$ cat src/hw/cssft_pkg.sv
/*
 Package for the conversion signal source select and frame timer block.
 Holds register offsets, field positions, reset values and signal carrier structs.
 Assumes an AXI4-Lite master with 32-bit data on the host side.
*/
package cssft_pkg;
   // Register byte addresses
   localparam logic [11:0] CSSFT_SRC_SEL_OFS = 12'h344;
   localparam logic [11:0] CSSFT_FRAME_TIMER_OFS = 12'h348;
   localparam logic [11:0] CSSFT_IRQ_STATUS_OFS = 12'h34C;
   localparam logic [11:0] CSSFT_IRQ_MASK_OFS = 12'h350;
   // Source select field positions
   localparam int CSSFT_FTRIG_LSB = 4;
   localparam int CSSFT_CLK2_LSB = 2;
   localparam int CSSFT_CLK1_LSB = 0;
   // Frame timer field positions
   localparam int CSSFT_ENA_BIT = 31;
   localparam int CSSFT_CSEL_BIT = 30;
   localparam int CSSFT_STAT_BIT = 29;
   // Reset values
   localparam logic [1:0] CSSFT_SRC_RST = 2'h0;
   localparam logic [27:0] CSSFT_RELOAD_RST = 28'hFFFFFFF;
   // Source codes (0x selects the internal generator)
   localparam logic [1:0] CSSFT_SRC_REAR = 2'h2;
   localparam logic [1:0] CSSFT_SRC_FRONT = 2'h3;
   // AXI response codes
   localparam logic [1:0] CSSFT_RESP_OKAY = 2'h0;
   localparam logic [1:0] CSSFT_RESP_SLVERR = 2'h2;

   // Candidate sources for one conversion control signal
   typedef struct packed {
      logic internal_gen;
      logic rear_input;
      logic front_line;
   } cssft_src_s;

   // Selected conversion control signals toward the sequencers
   typedef struct packed {
      logic frame_trigger;
      logic second_clock;
      logic first_clock;
   } cssft_conv_s;
endpackage : cssft_pkg

$ cat src/hw/cssft_top.sv
/*
 Conversion signal source select and frame timer, with AXI4-Lite registers.
 Holds the source selection, the frame timer and a maskable expiry interrupt.
 Assumes all inputs synchronous to sys_clk; conversion clocks are slower than
 sys_clk and are sampled as enables, not used as clocks.
 Assumes the front line output enables come from the digital I/O block.
*/
`timescale 1ns/1ns

module cssft_top
   import cssft_pkg::*;
(
   input wire logic sys_clk,
   input wire logic resetn,
   input wire logic [11:0] s_axi_awaddr,
   input wire logic s_axi_awvalid,
   output logic s_axi_awready,
   input wire logic [31:0] s_axi_wdata,
   input wire logic [3:0] s_axi_wstrb,
   input wire logic s_axi_wvalid,
   output logic s_axi_wready,
   output logic [1:0] s_axi_bresp,
   output logic s_axi_bvalid,
   input wire logic s_axi_bready,
   input wire logic [11:0] s_axi_araddr,
   input wire logic s_axi_arvalid,
   output logic s_axi_arready,
   output logic [31:0] s_axi_rdata,
   output logic [1:0] s_axi_rresp,
   output logic s_axi_rvalid,
   input wire logic s_axi_rready,
   input wire cssft_src_s frame_trigger_sources,
   input wire cssft_src_s second_clock_sources,
   input wire cssft_src_s first_clock_sources,
   input wire logic [2:0] front_line_output_enable,
   output cssft_conv_s conv_signals,
   output logic frame_timer_event,
   output logic irq
);

   // Whole block state in one struct
   typedef struct packed {
      // Software-visible register fields
      logic [1:0] frame_trigger_source_sel;
      logic [1:0] second_conversion_clock_source_sel;
      logic [1:0] first_conversion_clock_source_sel;
      logic frame_counter_enable;
      logic frame_counter_clock_sel;
      logic frame_counter_expired_flag;
      logic [27:0] frame_counter_reload_value;
      // Timer working state
      logic [27:0] count;
      logic running;
      // Edge detectors for trigger and counting clock
      logic trig_sync;
      logic trig_seen;
      logic clk_sync;
      logic clk_seen;
      // Selected signals toward the sequencers and expiry pulse
      cssft_conv_s conv;
      logic timer_event;
      // Interrupt status and mask
      logic irq_status;
      logic irq_mask;
      // Write slots for address and data
      logic aw_held;
      logic [11:0] aw_addr;
      logic w_held;
      logic [31:0] w_data;
      logic [3:0] w_strb;
      // Registered answers
      logic bvalid;
      logic [1:0] bresp;
      logic rvalid;
      logic [31:0] rdata;
      logic [1:0] rresp;
   } cssft_state_s;

   cssft_state_s state_reg;
   cssft_state_s state_next;

   // Pick one source: 0x internal, 10 rear, 11 front line.
   // A front line whose output enable is set is driven by the I/O block,
   // so it reads as low rather than echoing our own output back.
   // Used for all three conversion control signals.
   function automatic logic pick_source(input logic [1:0] sel, input cssft_src_s src,
                                        input logic front_oe);
      logic v;
      v = src.internal_gen;
      if (sel == CSSFT_SRC_REAR)
         v = src.rear_input;
      else if (sel == CSSFT_SRC_FRONT)
         v = src.front_line & ~front_oe; // Driven line is not an input
      return v;
   endfunction : pick_source

   // Frame timer register read view.
   // Bit 29 shows the sticky expiry flag; bit 28 is reserved.
   // Reserved bits read as zero.
   // Shared by the read path only, kept apart for clarity.
   function automatic logic [31:0] timer_word(input cssft_state_s s);
      logic [31:0] w;
      w = 32'h0;
      w[CSSFT_ENA_BIT] = s.frame_counter_enable;
      w[CSSFT_CSEL_BIT] = s.frame_counter_clock_sel;
      w[CSSFT_STAT_BIT] = s.frame_counter_expired_flag;
      w[27:0] = s.frame_counter_reload_value; // Bit 28 reads zero
      return w;
   endfunction : timer_word

   // Next-state logic for selection, timer and bus slave.
   // Latency: a pin change shows on conv_signals one edge later.
   // A trigger or clock rise is acted on three edges after the pin rises:
   // one edge to select, two to detect the edge.
   // Trigger and counting clock share that delay, so counts stay exact.
   // Counting clocks must not exceed half of sys_clk or ticks are lost.
   // Write answers come two edges after both halves are taken.
   // Read answers come one edge after the address is taken.
   always_comb
   begin
      logic trig_edge;
      logic tick;
      logic expire;
      logic wr_go;
      logic [31:0] wd;
      logic [11:0] ra;
      trig_edge = 1'b0;
      tick = 1'b0;
      expire = 1'b0;
      wr_go = 1'b0;
      wd = 32'h0;
      ra = 12'h0;
      state_next = state_reg;
      state_next.timer_event = 1'b0;

      // Source selection registered toward the sequencers
      state_next.conv.frame_trigger = pick_source(state_reg.frame_trigger_source_sel,
         frame_trigger_sources, front_line_output_enable[2]);
      state_next.conv.second_clock = pick_source(state_reg.second_conversion_clock_source_sel,
         second_clock_sources, front_line_output_enable[1]);
      state_next.conv.first_clock = pick_source(state_reg.first_conversion_clock_source_sel,
         first_clock_sources, front_line_output_enable[0]);

      // Edge detection of trigger and counting clock.
      // Detectors reset low, the idle level of every source after reset,
      // so no false edge follows reset.
      // The counting clock is a sampled level, never a clock of flip-flops.
      state_next.trig_sync = state_reg.conv.frame_trigger;
      state_next.trig_seen = state_reg.trig_sync;
      trig_edge = state_reg.trig_sync & ~state_reg.trig_seen;
      state_next.clk_sync = state_reg.frame_counter_clock_sel ? state_reg.conv.second_clock
                                                              : state_reg.conv.first_clock;
      state_next.clk_seen = state_reg.clk_sync;
      tick = state_reg.clk_sync & ~state_reg.clk_seen;

      // Frame timer: a trigger restarts the count, a tick moves it on.
      // Expiry is worked out first so that a trigger on the expiring tick
      // still reports the event: the set of the flag wins over its clear.
      expire = state_reg.frame_counter_enable && state_reg.running && tick
         && (state_reg.count == state_reg.frame_counter_reload_value);
      if (state_reg.frame_counter_enable)
      begin
         if (trig_edge)
         begin
            state_next.count = 28'h0;
            state_next.running = 1'b1;
            state_next.frame_counter_expired_flag = 1'b0;
         end
         else if (expire)
            state_next.running = 1'b0; // Expired timer waits for the next trigger
         else if (tick && state_reg.running)
            state_next.count = state_reg.count + 28'h1;
      end

      // Expiry after reload plus one ticks: pulse, flag and interrupt
      if (expire)
      begin
         state_next.timer_event = 1'b1;
         state_next.frame_counter_expired_flag = 1'b1;
         state_next.irq_status = 1'b1;
      end

      // Write address and data taken in either order.
      // Each half waits in its slot, and its ready stays low while held,
      // so a second write cannot overrun one not yet answered.
      if (s_axi_awvalid && !state_reg.aw_held)
      begin
         state_next.aw_held = 1'b1;
         state_next.aw_addr = s_axi_awaddr;
      end
      if (s_axi_wvalid && !state_reg.w_held)
      begin
         state_next.w_held = 1'b1;
         state_next.w_data = s_axi_wdata;
         state_next.w_strb = s_axi_wstrb;
      end
      // Perform the write once both halves are held and no answer waits
      wr_go = state_reg.aw_held && state_reg.w_held && !state_reg.bvalid;
      if (wr_go)
      begin
         state_next.aw_held = 1'b0;
         state_next.w_held = 1'b0;
         state_next.bvalid = 1'b1;
         state_next.bresp = CSSFT_RESP_OKAY;
         wd = state_reg.w_data;
         case ({state_reg.aw_addr[11:2], 2'h0})
            // Reserved bits 31:6 are dropped on write
            CSSFT_SRC_SEL_OFS:
            begin
               if (state_reg.w_strb[0])
               begin
                  state_next.frame_trigger_source_sel = wd[CSSFT_FTRIG_LSB +: 2];
                  state_next.second_conversion_clock_source_sel = wd[CSSFT_CLK2_LSB +: 2];
                  state_next.first_conversion_clock_source_sel = wd[CSSFT_CLK1_LSB +: 2];
               end
            end

            // Byte lanes of the reload value; lane 3 also holds enable and
            // clock select, and the read-only status bit is never written
            CSSFT_FRAME_TIMER_OFS:
            begin
               if (state_reg.w_strb[0])
                  state_next.frame_counter_reload_value[7:0] = wd[7:0];
               if (state_reg.w_strb[1])
                  state_next.frame_counter_reload_value[15:8] = wd[15:8];
               if (state_reg.w_strb[2])
                  state_next.frame_counter_reload_value[23:16] = wd[23:16];
               if (state_reg.w_strb[3])
               begin
                  state_next.frame_counter_reload_value[27:24] = wd[27:24];
                  state_next.frame_counter_enable = wd[CSSFT_ENA_BIT];
                  state_next.frame_counter_clock_sel = wd[CSSFT_CSEL_BIT];
                  if (!wd[CSSFT_ENA_BIT])
                     state_next.running = 1'b0; // Disabled timer stops
               end
            end

            CSSFT_IRQ_STATUS_OFS:
            begin
               // Write one clears, but a new event wins
               if (state_reg.w_strb[0] && wd[0] && !state_next.timer_event)
                  state_next.irq_status = 1'b0;
            end

            CSSFT_IRQ_MASK_OFS:
            begin
               if (state_reg.w_strb[0])
                  state_next.irq_mask = wd[0];
            end
            // Unmapped address: nothing changes, error answer
            default:
               state_next.bresp = CSSFT_RESP_SLVERR;
         endcase
      end
      // Answer leaves once bready is sampled
      if (state_reg.bvalid && s_axi_bready)
         state_next.bvalid = 1'b0;

      // Read channel.
      // The address is taken only while no answer waits, so rdata stands
      // unchanged until the master takes it.
      if (s_axi_arvalid && !state_reg.rvalid)
      begin
         ra = {s_axi_araddr[11:2], 2'h0};
         state_next.rvalid = 1'b1;
         state_next.rresp = CSSFT_RESP_OKAY;
         case (ra)
            CSSFT_SRC_SEL_OFS:
               state_next.rdata = {26'h0, state_reg.frame_trigger_source_sel,
                  state_reg.second_conversion_clock_source_sel,
                  state_reg.first_conversion_clock_source_sel};
            CSSFT_FRAME_TIMER_OFS:
               state_next.rdata = timer_word(state_reg);
            CSSFT_IRQ_STATUS_OFS:
               state_next.rdata = {31'h0, state_reg.irq_status};
            CSSFT_IRQ_MASK_OFS:
               state_next.rdata = {31'h0, state_reg.irq_mask};
            // Unmapped address reads zero with an error answer
            default:
            begin
               state_next.rdata = 32'h0;
               state_next.rresp = CSSFT_RESP_SLVERR;
            end
         endcase
      end
      // Answer leaves once rready is sampled
      else if (state_reg.rvalid && s_axi_rready)
         state_next.rvalid = 1'b0;
   end

   // State register.
   // Reset loads constants only; source fields 00, reload all ones.
   // Everything else, including the bus slots, starts cleared.
   always_ff @(posedge sys_clk or negedge resetn)
   begin
      if (!resetn)
      begin
         state_reg <= '0;
         state_reg.frame_trigger_source_sel <= CSSFT_SRC_RST;
         state_reg.second_conversion_clock_source_sel <= CSSFT_SRC_RST;
         state_reg.first_conversion_clock_source_sel <= CSSFT_SRC_RST;
         state_reg.frame_counter_reload_value <= CSSFT_RELOAD_RST;
      end
      else
         state_reg <= state_next;
   end

   // Write channel handshakes; readies are free slots
   assign s_axi_awready = !state_reg.aw_held;
   assign s_axi_wready = !state_reg.w_held;
   assign s_axi_bvalid = state_reg.bvalid;
   assign s_axi_bresp = state_reg.bresp;

   // Read channel handshakes
   assign s_axi_arready = !state_reg.rvalid;
   assign s_axi_rvalid = state_reg.rvalid;
   assign s_axi_rdata = state_reg.rdata;
   assign s_axi_rresp = state_reg.rresp;

   // Toward the sequencers and the host interrupt line
   assign conv_signals = state_reg.conv;
   assign frame_timer_event = state_reg.timer_event;
   assign irq = state_reg.irq_status & state_reg.irq_mask;
endmodule : cssft_top

$ cat config.mk
export PLATFORM = sky130hd
export DESIGN_NAME = cssft_top
export DESIGN_NICKNAME = d
export VERILOG_FILES = /design/src/hw/cssft_pkg.sv /design/src/hw/cssft_top.sv
export SDC_FILE = /design/constraint.sdc
export NUM_CORES = 1
export LEC_CHECK = 0
export ABC_AREA = 0
export BUFFER_PORTS_ARGS = -buffer_cell sky130_fd_sc_hd__buf_2
export CORE_UTILIZATION = 51
export DETAILED_ROUTE_END_ITERATION = 10
export HOLD_SLACK_MARGIN = 0.08
export PLACE_DENSITY = 0.82
export SLEW_MARGIN = 0
export SYNTH_ARGS = -nofsm -noshare
export SYNTH_HDL_FRONTEND = slang
export SYNTH_SLANG_ARGS = --single-unit
$ cat constraint.sdc
create_clock -name sys_clk -period 1.91 [get_ports sys_clk]
set_clock_uncertainty 0.1 [all_clocks]
set_input_delay 0.0955 -clock sys_clk [delete_from_list [all_inputs] [get_ports sys_clk]]
set_output_delay 0.0955 -clock sys_clk [all_outputs]
set_load 0.02 [all_outputs]
# Yosys cells after proc, flatten, opt, wreduce, memory -nomap -nowiden
# Index checks and enable logic that the tools add are counted.
[op_classes]
n_addsub = 1
n_eq_ne = 16
mux = 35
bitwise_logic = 11
reduce_logical = 35
[ops]
columns = ["op", "n"]
rows = [
  ["one-hot mux 32 bit (4 select lines)", 1],
  ["equality test 10 x 8 -> 1 bit, second input constant", 8],
  ["two-way mux 28 bit", 2],
  ["two-way mux 37 bit", 1],
  ["two-way mux 29 bit", 1],
  ["adder 28 x 1 -> 28 bit, second input constant", 1],
  ["equality test 28 bit", 1],
  ["two-way mux 1 bit", 24],
  ["AND reduction 3 bit", 7],
  ["nonzero test 2 bit", 7],
  ["logical AND 1 bit", 13],
  ["two-way mux 13 bit", 1],
  ["equality test 2 bit, second input constant", 6],
  ["OR reduction 4 bit", 2],
  ["AND 1 bit", 6],
  ["two-way mux 2 bit", 3],
  ["two-way mux 3 bit", 2],
  ["logical NOT 1 bit", 5],
  ["NOT 1 bit", 5],
  ["!= test 2 bit, second input constant", 1],
  ["AND reduction 2 bit", 1],
]
[word_totals]
register_bits = 164
input_bits = 79
output_inout_bits = 46
wordCells = 130

# Longest topological paths before layout
[logic_depth]
word_depth = 11
ltp_mapped = 9
ltp_nobuf = 7

# Worst setup path after synthesis
# OpenSTA, ideal clock, no wires.
[synth_path]
path_kind = "reg-to-reg"
start = "register state_reg[99] (netlist name)"
end = "register state_reg[123] (netlist name)"
arrival_ns = 1.795
setup_slack_ns = -0.061
path_stages_with_launch = 9
n_path_buf = 1
synth_period_minus_slack_ns = 1.971
cell_sequence = "dfrtp_1 ha_1 nand4_1 nor2_2 and2_1 buf_2 nand4_1 or3_1 a21oi_2"
[synth_via]
elab_chain_cells = 4
[synth_lines]
columns = ["element", "line", "text"]
rows = [
  ["start, declared", "cssft_top.sv:79", "cssft_state_s state_reg;"],
  ["start signal, assigned", "cssft_top.sv:305", "state_reg <= state_next;"],
  ["adder 28 x 1 -> 28 bit / equality test 28 bit (equally long branches)", "cssft_top.sv:172, cssft_top.sv:160", ""],
  ["two-way mux 28 bit / logical AND 1 bit (equally long branches)", "cssft_top.sv:171, cssft_top.sv:160", ""],
  ["two-way mux 28 bit / != test 2 bit (equally long branches)", "n/a", ""],
  ["two-way mux 29 bit / AND reduction 3 bit (equally long branches)", "n/a", ""],
]
# Parallel ways exist; a longest one is shown, timed or not. The select of a mux whose other input is x is not followed.
# A chain may end at the register's enable or synchronous reset.

# Worst setup path in the final report
[layout_path]
start = "register state_reg[137] (netlist name)"
end = "register state_reg[126] (netlist name)"
[layout_via]
elab_chain_cells = 4
[layout_lines]
columns = ["element", "line", "text"]
rows = [
  ["equality test 28 bit", "cssft_top.sv:160", "&& (state_reg.count == state_reg.frame_counter_reload_value);"],
  ["logical AND 1 bit", "cssft_top.sv:160", ""],
  ["!= test 2 bit (no line)", "n/a", ""],
  ["AND reduction 3 bit (no line)", "n/a", ""],
]
# Every way passes these cells.

==> run_results.csv <==
group,metric,value,unit
run_status,outcome,"complete, but fails checks",
run_status,violations,"setup timing",
synth,synthTopCellsByCount,"dfrtp_1, nand2_1, mux2_2",
sta,clock.fmax,452,MHz
synth,ys_ff_latch,157,
floorplanning,start_util,0.528,
grt,grt_overflow,0,
cts,cts_tree,"built",
floorplanning,die_w,123,um
floorplanning,rows,43,
cts,clockRootBuffer,"clkbuf_16",
critical_path,crit_path_end_kind,"flop",
power,p_leak,4.87,nW
detailed_routing,num_vias,6336,
flow_run,drv_cap,0,
cts,cts.sinks,157,
floorplanning,dieArea,0.0150,mm2
finish,drive_gt1_frac,0.473,
sta,worstMarginPinSlew,1.11,ns
power,peakVddDrop,0.824,mV
floorplanning,coreArea,0.0140,mm2
placed_design,pre_cts_slack,-0.313,ns
synth,yosysMostFrequentCell,"dfrtp_1",
synth,yosysSeqAreaShare,0.535,
finish,fin_nets,978,
hold_path,hp-start,"s_axi_araddr[2]",
grt,grt_use_total,0.304,
critical_path,crit_arrival,2.48,ns
synth,synth_top_area_cell,"dfrtp_1",
grt,grt_pass1_vias,6551,
critical_path,required,2.18,ns
synth,synth_edf_count,0,
critical_path,critPathKind,"flop to flop",
detailed_routing,route.detailed.drc,0,
placed_design,dp.cells,987,
synth,synth_area,0.00741,mm2
detailed_routing,via_per_inst,5.81,
sta,setup_ws,-0.304,ns
synth,async_flop_share,1.00,
cts,cts_buffers,17,
detailed_routing,wl,23.3,mm
finish,area_delta_synth_final,38.0,%
grt,grt_max_degree,66,
cts,clkTransAtPathRegs,0.06,ns
synth,synth_warnings,0,
sta,setup_viol,59,
synth,syn_area_per_cell,11.3,um2
power,powerDensity,962,mW/mm2
critical_path,worstPathMaxFanout,6,
detailed_routing,dr.pass1.iters,5,
synth,synth_ff_type,"dfrtp_1",
sta,relSlewSlack,0.259,
grt,antenna_found_initial,0,
synth,synth_cell_types,59,
sta,hold_ws,0.126,ns
floorplanning,fp.dieH,123,um
sta,fin_crit_sh,1.16,
hold_path,hp-class,"primary input to flop",
synth,synth.top_cell.area_share,0.436,
finish,fillers,809,
cts,htree_num_levels,4,
detailed_routing,drtIter0Drc,493,
critical_path,startpoint,"state_reg[137]",
finish,antenna_cells,0,
placed_design,dp_hpwl,13.0,mm
placed_design,place_congestion,0.911,
sta,rsz0062_at_grt,"yes",
cts,cts_max_path_buffers,2,
sta,period_minus_slack,2.21,ns
synth,netlist_instances,657,
placed_design,portBuffers,115,
synth,ys_top_cells_by_area,"dfrtp_1, mux2_2, dfstp_2",
critical_path,rr_startpoint,"state_reg[137]",
floorplanning,ios,125,
finish,largest_reg_flops,116,
detailed_routing,avgRoutedWirePerCell,21.3,um
detailed_routing,ant_nets,0,
critical_path,critPathLaunchType,"flop",
grt,grt_pass1_wl,33.8,mm
sta,slew_violations,0,
cts,clock_latency,0.44,ns
sta,hold_violations,0,
finish,final_cells,1091,
-- cell usage in the layout, fill, tap and decap left out, drive strengths merged, types with 5 or more instances in the layout --
master and count:
and2 5, o21ai 49, dfstp 28, or4 5, inv 17, nand4 15
mux2 80, clkinv 6, dfrtp 129, a22oi 5, nor2 24, or3 10
nand3 11, nor4 9, dlygate4sd3 61, xor2 30, nand2 91, buf 225
a21oi 18, o21a 5, clkbuf 18
-- worst paths after layout --
kind	endpoint	slack [ns]	cells past startpoint
worst max-delay path	state_reg[126]	-0.30	8
min in group asynchronous	state_reg[152]	0.21	2
worst min register to register	state_reg[96]	0.28	0
worst max register to register	state_reg[126]	-0.30	8
max in group asynchronous	state_reg[47]	0.33	3
worst min-delay path	s_axi_rdata[19]	0.13	5
-- worst max-delay path, stage by stage (launching register included) --
cell and delay, ns:
dfstp_2 0.57, xor2_1 0.24, nor4_2 0.10, nand4_1 0.17, o21ai_4 0.11, buf_6 0.14, clkbuf_16 0.15, or4_1 0.51
nand2_1 0.07
-- cell type report --
type	instances	area (um2)	area share
Clock buffer	17	425	0.0416
Tap cell	180	225	0.0220
Sequential cell	157	3970	0.388
Timing Repair Buffer	288	2150	0.211
Multi-Input combinational cell	421	3260	0.319
Clock inverter	15	139	0.0136
Inverter	13	48.8	0.00477
-- timing repair --
item | in CTS | in global routing
resized for setup | 23 | 37
endpoints found under the hold margin | 200 | 0
endpoints found under the setup margin | 60 | 80
cloned | 1 | 2
hold buffers | 62 | 0
pin swaps | 15 | 20
buffers inserted | 4 | 5
-- routing by layer --
layer / global-route usage / vias up / share of wire / wire length (um)
met3: 0.0627 / 90 / 0.072 / 1670
met2: 0.519 / 355 / 0.51 / 11800
met4: 0.149 / 0 / 0.046 / 1070
met5: 0 / - / 0 / 0
li1: - / 2739 / - / -
met1: 0.365 / 3152 / 0.38 / 8760
-- logic make-up (layout without fill, tap and decap cells) --
kind of cell	after synthesis	count (layout)	share of synthesized area
muxes	84	84	0.127
buffers and inverters	82	333	0.0657
xor gates and xnor gates	33	33	0.0390
and+or+nand+nor	198	198	0.140
DFF	157	157	0.535
adders and majority gates	1	1	0.00169
AOI/OAI and AO/OA	101	102	0.0907
other	1	3	0.000506
-- where the power goes --
group / leakage [nW] / internal [W] / switching (W)
sequential: 1.96 / 0.00393 / 0.000485
clock: 0.268 / 0.00181 / 0.00151
combinational: 2.65 / 0.00101 / 0.00110
-- stage by stage --
stage	setup TNS [ns]	instance area [um2]	total power [W]	utilization
2_1_floorplan	-0.0651	7430	0.00535	-
3_3_place_gp	-5.96	8650	0.00590	0.616
3_5_place_dp	-7.31	8650	0.00602	0.616
4_1_cts	-5.39	9980	0.00950	0.711
5_1_grt	-11.44	10200	0.0101	0.728
6_report	-8.96	10200	0.00984	0.728
Power figures use the tool's default switching activity.
